## src/inc/dss_defines.svh

```systemverilog
// Constants of the dual-slope sequencer: counts, offsets, reset values
`ifndef DSS_DEFINES_SVH
`define DSS_DEFINES_SVH
// Last prescaler state, four oscillator clocks per count (prescale by four)
`define DSS_PRESCALE_LAST 2'h3
// Signal integrate length, 1000 counts
`define DSS_INT_COUNTS 12'h3e8
// De-integrate window, 2000 counts
`define DSS_DE_COUNTS 12'h7d0
// Whole cycle, 4000 counts
`define DSS_CYCLE_COUNTS 12'hfa0
// Auto-zero base: 4000 - 1000 - 1 counts
`define DSS_AZ_BASE 12'hbb7
// Auto-zero length of the first cycle after reset, 1000 counts
`define DSS_AZ_FIRST 12'h3e8
// Backplane period 800 clocks, half period 400 clocks
`define DSS_BP_HALF 9'h190
// Register byte offsets
`define DSS_CTRL_OFS 8'h00
`define DSS_STATUS_OFS 8'h04
`define DSS_MASK_OFS 8'h08
`define DSS_READING_OFS 8'h0c
// Field positions
`define DSS_CTRL_RUN_BIT 0
`define DSS_CTRL_LCD_BIT 1
`define DSS_ST_DONE_BIT 0
`define DSS_ST_OVR_BIT 1
// Reset values
`define DSS_CTRL_RESET 2'h3
`define DSS_MASK_RESET 2'h0
`define DSS_RESP_OKAY 2'h0
`define DSS_RESP_DECERR 2'h3
`endif

```

## src/inc/dss_pkg.sv

```systemverilog
// Types of the dual-slope sequencer
package dss_pkg;
  typedef enum logic [1:0] {
    DSS_AUTO_ZERO = 2'b00,
    DSS_SIG_INT = 2'b01,
    DSS_DEINT = 2'b10
  } dss_phase_e;

  typedef struct packed {
    logic sign_on;
    logic thousand_on;
    logic [20:0] digit_seg;
  } dss_disp_s;
endpackage

```

## src/hw/dss_core.sv

```systemverilog
// Dual-slope converter sequencer, reading latch, display drive, AXI4-Lite
`timescale 1ns/1ps
`include "dss_defines.svh"

// Function
// The oscillator clock is divided by four to make the count tick.
// Signal integrate lasts exactly 1000 counts every cycle.
// De-integrate runs 0 to 2000 counts, ends at zero crossing; count is the reading.
// Auto-zero takes all counts de-integrate leaves, 1000 to 3000 counts.
// Every full cycle is 4000 counts, 16000 oscillator clocks.
// A de-integrate count of 2000 is full scale.
// In liquid-crystal mode the backplane is a square wave of clock/800.
// Segments toggle with the backplane, in phase when off, inverted when on.
// In light-emitting mode there is no backplane and segments sink statically.
// The polarity indicator is lit for negative inputs only; the code also lights it while lamp test is high.
// Phases repeat auto-zero, signal integrate, de-integrate, auto-zero.
// Comparator sampled at end of integrate sets reference polarity and sign.
// Lamp test held high lights every segment, showing 1888; the code also lights the sign, so the display reads -1888.
// Over-range shows the leading one and blanks the three low digits.
// Count and polarity are latched for display at the end of de-integrate.
// No crossing by the end of the window ends de-integrate with over-range.
module dss_core (
  input wire logic ref_clk_i, // Oscillator clock
  input wire logic sys_rst_i, // Async reset, active high
  input wire logic comp_i, // Comparator, high while integrator positive
  input wire logic lamp_test_i, // Lamp test pin
  output dss_pkg::dss_phase_e phase_o, // Current converter phase
  output logic ref_neg_o, // Reference connection for negative input
  output logic backplane_drive_o, // Backplane square wave
  output dss_pkg::dss_disp_s seg_o, // Segment outputs
  output logic irq_o, // Interrupt, level
  input wire logic [7:0] s_axi_awaddr_i, // Write address
  input wire logic s_axi_awvalid_i, // Write address valid
  output logic s_axi_awready_o, // Write address ready
  input wire logic [31:0] s_axi_wdata_i, // Write data
  input wire logic [3:0] s_axi_wstrb_i, // Write strobes
  input wire logic s_axi_wvalid_i, // Write data valid
  output logic s_axi_wready_o, // Write data ready
  output logic [1:0] s_axi_bresp_o, // Write response
  output logic s_axi_bvalid_o, // Write response valid
  input wire logic s_axi_bready_i, // Write response ready
  input wire logic [7:0] s_axi_araddr_i, // Read address
  input wire logic s_axi_arvalid_i, // Read address valid
  output logic s_axi_arready_o, // Read address ready
  output logic [31:0] s_axi_rdata_o, // Read data
  output logic [1:0] s_axi_rresp_o, // Read response
  output logic s_axi_rvalid_o, // Read data valid
  input wire logic s_axi_rready_i // Read data ready
);
  import dss_pkg::*;

  function automatic logic [6:0] seg7(input logic [3:0] bcd);
    logic [6:0] s;
    s = 7'h00;
    case (bcd)
      4'h0: s = 7'h3f;
      4'h1: s = 7'h06;
      4'h2: s = 7'h5b;
      4'h3: s = 7'h4f;
      4'h4: s = 7'h66;
      4'h5: s = 7'h6d;
      4'h6: s = 7'h7d;
      4'h7: s = 7'h07;
      4'h8: s = 7'h7f;
      4'h9: s = 7'h6f;
      default: s = 7'h00;
    endcase
    return s;
  endfunction

  ////////////////////////////////////////////////////////////////////////////
  // Pin synchronisers
  logic comp_m_reg, comp_s_reg, lamp_m_reg, lamp_s_reg;
  always_ff @(posedge ref_clk_i or posedge sys_rst_i) begin
    if (sys_rst_i) begin
      comp_m_reg <= 1'b0;
      comp_s_reg <= 1'b0;
      lamp_m_reg <= 1'b0;
      lamp_s_reg <= 1'b0;
    end else begin
      comp_m_reg <= comp_i;
      comp_s_reg <= comp_m_reg;
      lamp_m_reg <= lamp_test_i;
      lamp_s_reg <= lamp_m_reg;
    end
  end

  ////////////////////////////////////////////////////////////////////////////
  // Registers seen by software
  logic [1:0] ctrl_reg, status_reg, mask_reg;
  wire run_w = ctrl_reg[`DSS_CTRL_RUN_BIT];
  wire lcd_w = ctrl_reg[`DSS_CTRL_LCD_BIT];

  ////////////////////////////////////////////////////////////////////////////
  // Prescaler and phase sequencer
  logic [1:0] pre_reg;
  dss_phase_e phase_reg;
  logic [11:0] cnt_reg, az_len_reg;
  logic pos_reg;
  logic [3:0] bcd_reg [0:2];
  logic thou_reg;
  wire tick_w = run_w && (pre_reg == `DSS_PRESCALE_LAST);
  wire int_end_w = (phase_reg == DSS_SIG_INT) &&
                   (cnt_reg == `DSS_INT_COUNTS - 12'h001);
  wire az_end_w = (phase_reg == DSS_AUTO_ZERO) &&
                  (cnt_reg == az_len_reg - 12'h001);
  wire cross_w = (phase_reg == DSS_DEINT) && (comp_s_reg != pos_reg);
  wire de_full_w = (phase_reg == DSS_DEINT) &&
                   (cnt_reg == `DSS_DE_COUNTS - 12'h001);
  wire de_end_w = cross_w || de_full_w;
  wire [11:0] az_next_w = `DSS_AZ_BASE - cnt_reg;

  // Decade counters: each digit carries into the next at nine
  wire [3:0] carry_w;
  assign carry_w[0] = 1'b1;
  genvar gi;
  generate
    for (gi = 0; gi < 3; gi++) begin : g_dec
      assign carry_w[gi+1] = carry_w[gi] && (bcd_reg[gi] == 4'h9);
      always_ff @(posedge ref_clk_i or posedge sys_rst_i) begin
        if (sys_rst_i) begin
          bcd_reg[gi] <= 4'h0;
        end else if (tick_w && int_end_w) begin
          bcd_reg[gi] <= 4'h0;
        end else if (tick_w && phase_reg == DSS_DEINT && !de_end_w &&
                     carry_w[gi]) begin
          bcd_reg[gi] <= carry_w[gi+1] ? 4'h0 : bcd_reg[gi] + 4'h1;
        end
      end
    end
  endgenerate

  always_ff @(posedge ref_clk_i or posedge sys_rst_i) begin
    if (sys_rst_i) begin
      pre_reg <= 2'h0;
      phase_reg <= DSS_AUTO_ZERO;
      cnt_reg <= 12'h000;
      az_len_reg <= `DSS_AZ_FIRST;
      pos_reg <= 1'b1;
      thou_reg <= 1'b0;
    end else begin
      if (run_w) begin
        pre_reg <= pre_reg + 2'h1;
      end
      if (tick_w) begin
        cnt_reg <= cnt_reg + 12'h001;
        case (phase_reg)
          DSS_AUTO_ZERO: begin
            if (az_end_w) begin
              phase_reg <= DSS_SIG_INT;
              cnt_reg <= 12'h000;
            end
          end
          DSS_SIG_INT: begin
            if (int_end_w) begin
              phase_reg <= DSS_DEINT;
              cnt_reg <= 12'h000;
              pos_reg <= comp_s_reg;
              thou_reg <= 1'b0;
            end
          end
          DSS_DEINT: begin
            if (de_end_w) begin
              phase_reg <= DSS_AUTO_ZERO;
              cnt_reg <= 12'h000;
              az_len_reg <= az_next_w;
            end else if (carry_w[3]) begin
              thou_reg <= 1'b1;
            end
          end
          default: begin
            phase_reg <= DSS_AUTO_ZERO;
            cnt_reg <= 12'h000;
          end
        endcase
      end
    end
  end
  wire de_done_w = tick_w && de_end_w;

  ////////////////////////////////////////////////////////////////////////////
  // Reading latch
  logic [3:0] disp_bcd_reg [0:2];
  logic disp_thou_reg, disp_neg_reg, disp_ovr_reg;
  always_ff @(posedge ref_clk_i or posedge sys_rst_i) begin
    if (sys_rst_i) begin
      for (int i = 0; i < 3; i++) begin
        disp_bcd_reg[i] <= 4'h0;
      end
      disp_thou_reg <= 1'b0;
      disp_neg_reg <= 1'b0;
      disp_ovr_reg <= 1'b0;
    end else if (de_done_w) begin
      for (int i = 0; i < 3; i++) begin
        disp_bcd_reg[i] <= bcd_reg[i];
      end
      disp_thou_reg <= thou_reg;
      disp_neg_reg <= !pos_reg;
      disp_ovr_reg <= !cross_w;
    end
  end

  ////////////////////////////////////////////////////////////////////////////
  // Segment and backplane drive
  logic [8:0] bp_cnt_reg;
  logic bp_reg, ref_neg_reg, irq_reg;
  dss_disp_s seg_reg;
  wire bp_wrap_w = (bp_cnt_reg == `DSS_BP_HALF - 9'h001);
  wire bp_next_w = lcd_w ? (bp_reg ^ bp_wrap_w) : 1'b0;
  wire dss_disp_s on_w;
  assign on_w.sign_on = lamp_s_reg || disp_neg_reg;
  assign on_w.thousand_on = lamp_s_reg || disp_thou_reg ||
                            disp_ovr_reg;
  generate
    for (gi = 0; gi < 3; gi++) begin : g_seg
      assign on_w.digit_seg[gi*7 +: 7] = lamp_s_reg ? 7'h7f :
        (disp_ovr_reg ? 7'h00 : seg7(disp_bcd_reg[gi]));
    end
  endgenerate
  wire [22:0] seg_next_w = lcd_w ? (on_w ^ {23{bp_next_w}}) : on_w;

  always_ff @(posedge ref_clk_i or posedge sys_rst_i) begin
    if (sys_rst_i) begin
      bp_cnt_reg <= 9'h000;
      bp_reg <= 1'b0;
      seg_reg <= '0;
      ref_neg_reg <= 1'b0;
    end else begin
      bp_cnt_reg <= bp_wrap_w ? 9'h000 : bp_cnt_reg + 9'h001;
      bp_reg <= bp_next_w;
      seg_reg <= seg_next_w;
      ref_neg_reg <= !pos_reg;
    end
  end

  ////////////////////////////////////////////////////////////////////////////
  // AXI4-Lite slave
  logic awready_reg, wready_reg, bvalid_reg, arready_reg, rvalid_reg;
  logic [7:0] awaddr_reg;
  logic [31:0] wdata_reg, rdata_reg;
  logic [3:0] wstrb_reg;
  logic [1:0] bresp_reg, rresp_reg;
  wire aw_hs_w = s_axi_awvalid_i && awready_reg;
  wire w_hs_w = s_axi_wvalid_i && wready_reg;
  wire do_wr_w = !awready_reg && !wready_reg && !bvalid_reg;
  wire wr_ctrl_w = do_wr_w && awaddr_reg == `DSS_CTRL_OFS && wstrb_reg[0];
  wire wr_st_w = do_wr_w && awaddr_reg == `DSS_STATUS_OFS && wstrb_reg[0];
  wire wr_mask_w = do_wr_w && awaddr_reg == `DSS_MASK_OFS && wstrb_reg[0];
  wire wr_hit_w = awaddr_reg == `DSS_CTRL_OFS ||
                  awaddr_reg == `DSS_STATUS_OFS ||
                  awaddr_reg == `DSS_MASK_OFS ||
                  awaddr_reg == `DSS_READING_OFS;
  wire [31:0] reading_w = {14'h0000, phase_reg, 1'b0, disp_ovr_reg,
                           disp_neg_reg, disp_thou_reg, disp_bcd_reg[2],
                           disp_bcd_reg[1], disp_bcd_reg[0]};
  wire rd_hit_w = s_axi_araddr_i == `DSS_CTRL_OFS ||
                  s_axi_araddr_i == `DSS_STATUS_OFS ||
                  s_axi_araddr_i == `DSS_MASK_OFS ||
                  s_axi_araddr_i == `DSS_READING_OFS;
  wire [31:0] rd_mux_w =
    (s_axi_araddr_i == `DSS_CTRL_OFS) ? {30'h0, ctrl_reg} :
    (s_axi_araddr_i == `DSS_STATUS_OFS) ? {30'h0, status_reg} :
    (s_axi_araddr_i == `DSS_MASK_OFS) ? {30'h0, mask_reg} :
    (s_axi_araddr_i == `DSS_READING_OFS) ? reading_w : 32'h00000000;
  // Hardware set wins over a write-one clear in the same cycle
  wire [1:0] st_set_w = {de_done_w && !cross_w, de_done_w};
  wire [1:0] st_clr_w = wr_st_w ? wdata_reg[1:0] : 2'h0;
  wire [1:0] status_next_w = (status_reg & ~st_clr_w) | st_set_w;
  wire [1:0] mask_next_w = wr_mask_w ? wdata_reg[1:0] : mask_reg;

  always_ff @(posedge ref_clk_i or posedge sys_rst_i) begin
    if (sys_rst_i) begin
      awready_reg <= 1'b1;
      wready_reg <= 1'b1;
      bvalid_reg <= 1'b0;
      bresp_reg <= `DSS_RESP_OKAY;
      awaddr_reg <= 8'h00;
      wdata_reg <= 32'h00000000;
      wstrb_reg <= 4'h0;
      arready_reg <= 1'b1;
      rvalid_reg <= 1'b0;
      rdata_reg <= 32'h00000000;
      rresp_reg <= `DSS_RESP_OKAY;
      ctrl_reg <= `DSS_CTRL_RESET;
      status_reg <= 2'h0;
      mask_reg <= `DSS_MASK_RESET;
      irq_reg <= 1'b0;
    end else begin
      if (aw_hs_w) begin
        awready_reg <= 1'b0;
        awaddr_reg <= {s_axi_awaddr_i[7:2], 2'b00};
      end
      if (w_hs_w) begin
        wready_reg <= 1'b0;
        wdata_reg <= s_axi_wdata_i;
        wstrb_reg <= s_axi_wstrb_i;
      end
      if (do_wr_w) begin
        bvalid_reg <= 1'b1;
        bresp_reg <= wr_hit_w ? `DSS_RESP_OKAY : `DSS_RESP_DECERR;
      end else if (bvalid_reg && s_axi_bready_i) begin
        bvalid_reg <= 1'b0;
        awready_reg <= 1'b1;
        wready_reg <= 1'b1;
      end
      if (s_axi_arvalid_i && arready_reg) begin
        arready_reg <= 1'b0;
        rvalid_reg <= 1'b1;
        rdata_reg <= rd_mux_w;
        rresp_reg <= rd_hit_w ? `DSS_RESP_OKAY : `DSS_RESP_DECERR;
      end else if (rvalid_reg && s_axi_rready_i) begin
        rvalid_reg <= 1'b0;
        arready_reg <= 1'b1;
      end
      if (wr_ctrl_w) begin
        ctrl_reg <= wdata_reg[1:0];
      end
      status_reg <= status_next_w;
      mask_reg <= mask_next_w;
      irq_reg <= |(status_next_w & mask_next_w);
    end
  end

  assign phase_o = phase_reg;
  assign ref_neg_o = ref_neg_reg;
  assign backplane_drive_o = bp_reg;
  assign seg_o = seg_reg;
  assign irq_o = irq_reg;
  assign s_axi_awready_o = awready_reg;
  assign s_axi_wready_o = wready_reg;
  assign s_axi_bresp_o = bresp_reg;
  assign s_axi_bvalid_o = bvalid_reg;
  assign s_axi_arready_o = arready_reg;
  assign s_axi_rdata_o = rdata_reg;
  assign s_axi_rresp_o = rresp_reg;
  assign s_axi_rvalid_o = rvalid_reg;

  ////////////////////////////////////////////////////////////////////////////
  // Checks
  logic [12:0] cyc_ticks_reg;
  logic cyc_seen_reg;
  always_ff @(posedge ref_clk_i or posedge sys_rst_i) begin
    if (sys_rst_i) begin
      cyc_ticks_reg <= 13'h0000;
      cyc_seen_reg <= 1'b0;
    end else if (tick_w) begin
      if (az_end_w) begin
        cyc_ticks_reg <= 13'h0001;
        cyc_seen_reg <= 1'b1;
      end else begin
        cyc_ticks_reg <= cyc_ticks_reg + 13'h0001;
      end
    end
  end

  a_tick_spacing: assert property (@(posedge ref_clk_i) disable iff (sys_rst_i)
    tick_w |=> !tick_w [*3] ##1 (tick_w || !run_w))
    else $error("count tick not every fourth clock");
  a_int_length: assert property (@(posedge ref_clk_i) disable iff (sys_rst_i)
    (tick_w && int_end_w) |-> cyc_ticks_reg == 13'h03e8)
    else $error("integrate not 1000 counts");
  a_de_window: assert property (@(posedge ref_clk_i) disable iff (sys_rst_i)
    phase_reg == DSS_DEINT |-> cnt_reg < 12'h7d0)
    else $error("de-integrate past 2000 counts");
  a_cycle_length: assert property (@(posedge ref_clk_i) disable iff (sys_rst_i)
    (tick_w && az_end_w && cyc_seen_reg) |-> cyc_ticks_reg == 13'h0fa0)
    else $error("cycle not 4000 counts");
  a_az_range: assert property (@(posedge ref_clk_i) disable iff (sys_rst_i)
    az_len_reg >= 12'h3e8 && az_len_reg <= 12'hbb8)
    else $error("auto-zero length out of range");
  a_phase_order: assert property (@(posedge ref_clk_i) disable iff (sys_rst_i)
    (phase_reg != $past(phase_reg)) |->
      (phase_reg == DSS_SIG_INT && $past(phase_reg) == DSS_AUTO_ZERO) ||
      (phase_reg == DSS_DEINT && $past(phase_reg) == DSS_SIG_INT) ||
      (phase_reg == DSS_AUTO_ZERO && $past(phase_reg) == DSS_DEINT))
    else $error("phase order broken");
  a_bp_half: assert property (@(posedge ref_clk_i) disable iff (sys_rst_i)
    (lcd_w && $changed(bp_reg) && $stable(ctrl_reg)) |->
      $past(bp_cnt_reg) == 9'h18f)
    else $error("backplane half period not 400 clocks");
  a_seg_phase: assert property (@(posedge ref_clk_i) disable iff (sys_rst_i)
    (lcd_w && $stable(ctrl_reg)) |=> seg_o == ($past(on_w) ^ {23{bp_reg}}))
    else $error("segment phase wrong");
  a_led_static: assert property (@(posedge ref_clk_i) disable iff (sys_rst_i)
    (!lcd_w && $stable(ctrl_reg)) |=> !backplane_drive_o &&
      seg_o == $past(on_w))
    else $error("light-emitting drive not static");
  a_over_blank: assert property (@(posedge ref_clk_i) disable iff (sys_rst_i)
    (de_done_w && !cross_w) |=> disp_ovr_reg ##1
      (lamp_s_reg || on_w.digit_seg == 21'h000000))
    else $error("over-range digits not blanked");
  a_sign_latch: assert property (@(posedge ref_clk_i) disable iff (sys_rst_i)
    de_done_w |=> disp_neg_reg == !$past(pos_reg))
    else $error("polarity indicator wrong");
endmodule

```

## config.mk

```make
export PLATFORM = sky130hd
export DESIGN_NAME = dss_core
export DESIGN_NICKNAME = d
export VERILOG_FILES = /design/src/inc/dss_pkg.sv /design/src/hw/dss_core.sv
export VERILOG_INCLUDE_DIRS = /design/src /design/src/inc
export SDC_FILE = /design/constraint.sdc
export NUM_CORES = 1
export LEC_CHECK = 0
export BUFFER_PORTS_ARGS = -buffer_cell sky130_fd_sc_hd__buf_4
export CAP_MARGIN = 40
export CORE_ASPECT_RATIO = 0.7
export CORE_MARGIN = 2
export CORE_UTILIZATION = 55
export CTS_BUF_LIST = sky130_fd_sc_hd__clkbuf_4
export CTS_CLUSTER_SIZE = 40
export DETAILED_ROUTE_END_ITERATION = 10
export HOLD_SLACK_MARGIN = 0.08
export PLACE_DENSITY = 0.84
export REMOVE_ABC_BUFFERS = 1
export SYNTH_ARGS = -nofsm -noshare
export SYNTH_HDL_FRONTEND = slang
export SYNTH_SLANG_ARGS = --single-unit
```

## constraint.sdc

```tcl
create_clock -name ref_clk_i -period 5.4 [get_ports ref_clk_i]
set_input_delay 0.54 -clock ref_clk_i [delete_from_list [all_inputs] [get_ports ref_clk_i]]
set_output_delay 0.54 -clock ref_clk_i [all_outputs]
set_load 0.05 [all_outputs]
```

==> flow_summary.toml <==
[routing]
drt_iter0_drc = 399
drc = 0
via_per_inst = 5.492
vias = 5036
ant_nets = 0
dr.pass1.iters = 5
routed_wl_um = 13830
wire_per_inst_um = 15.09

[timing]
worst_pin_slew_ns = 0.8676
fin_crit_ns = 2.689
holdWs_ns = 0.1535
fmax_mhz = 371.8
post-route-period-util = 0.4980
drv_slew = 0
layout_setup_ws_ns = 2.711
clock-skew-final_ns = 0.02288
rsz0062_at_grt = "false"
final.setup.tns_ns = 0
slew_headroom = 0.4177
final-setup-viol-count = 0
hold_violations = 0

[pwr]
leakage_nw = 3.529
ir_worst_vdd_mv = 0.3637
power.density_nw_per_um2 = 279.5

[hold_path]
hp-class = "in2reg"

[clocking]
worstSkewPairLatency_ns = 0.53
htree_levels = 4
cts_root_buf = "clkbuf_4"
path_clk_slew_ns = 0.11
clock_sinks = 135
cts_tree = "built"
numCtsBuffers = 17
clockBufferDepth = 2

[floorplan]
coreArea_um2 = 11850
die_w_um = 136.4
start_util = 0.5692
io_pins = 130
die_y_um = 96.66
dieArea_um2 = 13180
row_count = 33

[placement]
globalplace.congestion = 0.8273
dp_hpwl_um = 9772
dp.cells = 883
portBuffers = 79
dp_slack_ns = 2.781

[critical_path]
required_ns = 5.81
crit_path_start_kind = "flop"
critPathKind = "reg2reg"
cp-end-kind = "flop"
arrival_ns = 3.09
critical_path.max_fanout = 6

[logic_synthesis]
yosysUniqueCellTypes = 52
synth-simple-area-share = 0.1541
netlist_area_um2 = 6745
synth_compound_area_frac = 0.1170
ys.warnings.count = 0
synth_xor_area_frac = 0.08440
synth.mux.area_fraction = 0.04081
synth_seq_cells = 135
yosys_most_used_dff = "dfrtp_1"
ys_seq_area_frac = 0.5031
synthArstFlopShare = 1.000
synthCells = 677
synth_edf_count = 0
synth_top_family_by_area = "simple AND/OR/NAND/NOR gates"
synth_area_per_cell_um2 = 9.963
synthAdderAreaFrac = 0.04452

[global_route]
overflow = 0
antenna_found_initial = 0
grt_max_degree = 71
grt_pass1_vias = 4875
grt_use_total = 0.2244
grt_pass1_wl_um = 23390

[cells_and_area]
largest_reg_flops = 23
finish.utilization = 0.6478
antenna-diode-count = 0
layout.nets = 832
area_growth_pct = 13.80
drive_gt1_frac = 0.2000
stdcell_count = 917

[job]
maxCapViolations = 0

[outcome]
outcome = "finished, final reports clean"
[stage by stage]
step | instance area [µm²] | total power, mW
finish | 7676 | 2.146
global route | 7676 | 2.239
CTS | 7656 | 2.162
detailed placement | 7355 | 1.464
global placement | 7343 | 1.446
floorplan | 6529 | 1.369
[where the power goes]
part | internal (mW) | switching [mW] | total (mW)
clock network | 0.351 | 0.351 | 0.702
logic | 0.109 | 0.180 | 0.289
registers | 1.09 | 0.0646 | 1.15
[layer usage]
layer  wire length (µm)  vias to the layer above  global-route usage  share of wire
met5                  0                        -                   0              0
met4                256                        0             0.07131          0.019
met3                775                       29             0.05922          0.056
met2               6566                      160              0.3487           0.47
met1               6236                     2424              0.3088           0.45
li1                   -                     2423                   -              -
[layout by cell type, fill, tap and decap left out, types with 3 or more instances in the layout]
cell type  count
bufinv_16      3
nand4_1        3
ha_1          24
or3_1          4
nor2_1        51
and2_1         3
nor2b_1        6
mux2i_1        5
nor3_1        13
conb_1        15
or4_1          4
nand2_1       92
nand3_1       13
a31oi_1        3
inv_1         27
and4b_1        3
o21a_1         4
dfstp_2       12
a22o_1        17
dfrtp_1      123
buf_4         82
nand2b_1       8
clkbuf_4      23
clkinv_2       3
a32o_1         3
nor4_1         4
o21ai_0       47
mux2_2        16
xor2_1        43
and3_1         7
xnor2_1       22
a21oi_1       43
[cell families after synthesis]
kind of cell | after synthesis
other | 1
adder cells (fa/ha/maj) | 24
AO/OA/AOI/OAI | 131
buffers and inverters | 76
multiplexers | 23
XOR/XNOR | 65
flip-flops | 135
AND/OR/NAND/NOR | 222
[Yosys cell counts (2+ instances only)]
| library cell | count | area, µm² |
|---|---|---|
| a21oi_1 | 43 | 215.2 |
| buf_4 | 19 | 142.6 |
| dfrtp_1 | 123 | 3078 |
| nor2b_1 | 6 | 37.54 |
| a31oi_1 | 3 | 18.77 |
| nand2b_1 | 8 | 50.05 |
| or3_1 | 4 | 25.02 |
| a22o_1 | 17 | 148.9 |
| mux2_2 | 16 | 180.2 |
| a32o_1 | 3 | 30.03 |
| o21ai_0 | 48 | 240.2 |
| nand3_1 | 13 | 65.06 |
| o21a_1 | 4 | 30.03 |
| and2_1 | 3 | 18.77 |
| clkbuf_1 | 25 | 93.84 |
| and4b_1 | 3 | 30.03 |
| or4_1 | 4 | 30.03 |
| ha_1 | 24 | 300.3 |
| a22oi_1 | 2 | 15.01 |
| dfstp_2 | 12 | 315.3 |
| a221oi_1 | 2 | 17.52 |
| a21o_1 | 2 | 15.01 |
| xor2_1 | 43 | 376.6 |
| buf_2 | 2 | 10.01 |
| buf_6 | 2 | 22.52 |
| mux2i_1 | 5 | 50.05 |
| nor2_1 | 51 | 191.4 |
| xnor2_1 | 22 | 192.7 |
| nor3_1 | 13 | 65.06 |
| inv_1 | 28 | 105.1 |
| nor4_1 | 4 | 25.02 |
| nor3b_1 | 2 | 15.01 |
| nand4_1 | 3 | 18.77 |
| and3_1 | 7 | 43.79 |
| mux4_2 | 2 | 45.04 |
| or2_2 | 2 | 12.51 |
| nand2_1 | 92 | 345.3 |
[final timing paths]
kind | start | to | slack, ns | cells after the start
min in group asynchronous | sys_rst_i | cnt_reg[4] | 0.18 | 2
max in group asynchronous | sys_rst_i | s_axi_rdata_o[9] | 3.90 | 3
worst max register to register | cnt_reg[0] | bcd_reg[4] | 2.71 | 6
worst max-delay path | cnt_reg[0] | bcd_reg[4] | 2.71 | 6
worst min-delay path | s_axi_arvalid_i | s_axi_arready_o | 0.15 | 2
worst min register to register | lamp_m_reg | lamp_s_reg | 0.35 | 0
[repair_timing]
item                      4_1_cts  5_1_grt
hold endpoints to repair        0        2
resized for setup               0        0
setup buffers                   0        0
hold buffers                    0        2
[critical path: stages (launching register included)]
cell,delay (ns)
dfrtp_1,0.48
ha_1,0.26
and3_1,0.21
and4_1,0.24
nor3_1,0.70
a21o_1,0.33
mux2_2,0.36
[cell type report]
class / instances / area [µm²]
clock buffers: 23 / 172.7
clock inverters: 9 / 128.9
fillers: 894 / 4174
inverters: 28 / 107.6
multi-input cells: 480 / 3030
flip-flops and latches: 135 / 3393
well taps: 157 / 196.4
repair buffers: 85 / 646.9
No activity file was read; power rests on OpenSTA's default activity.
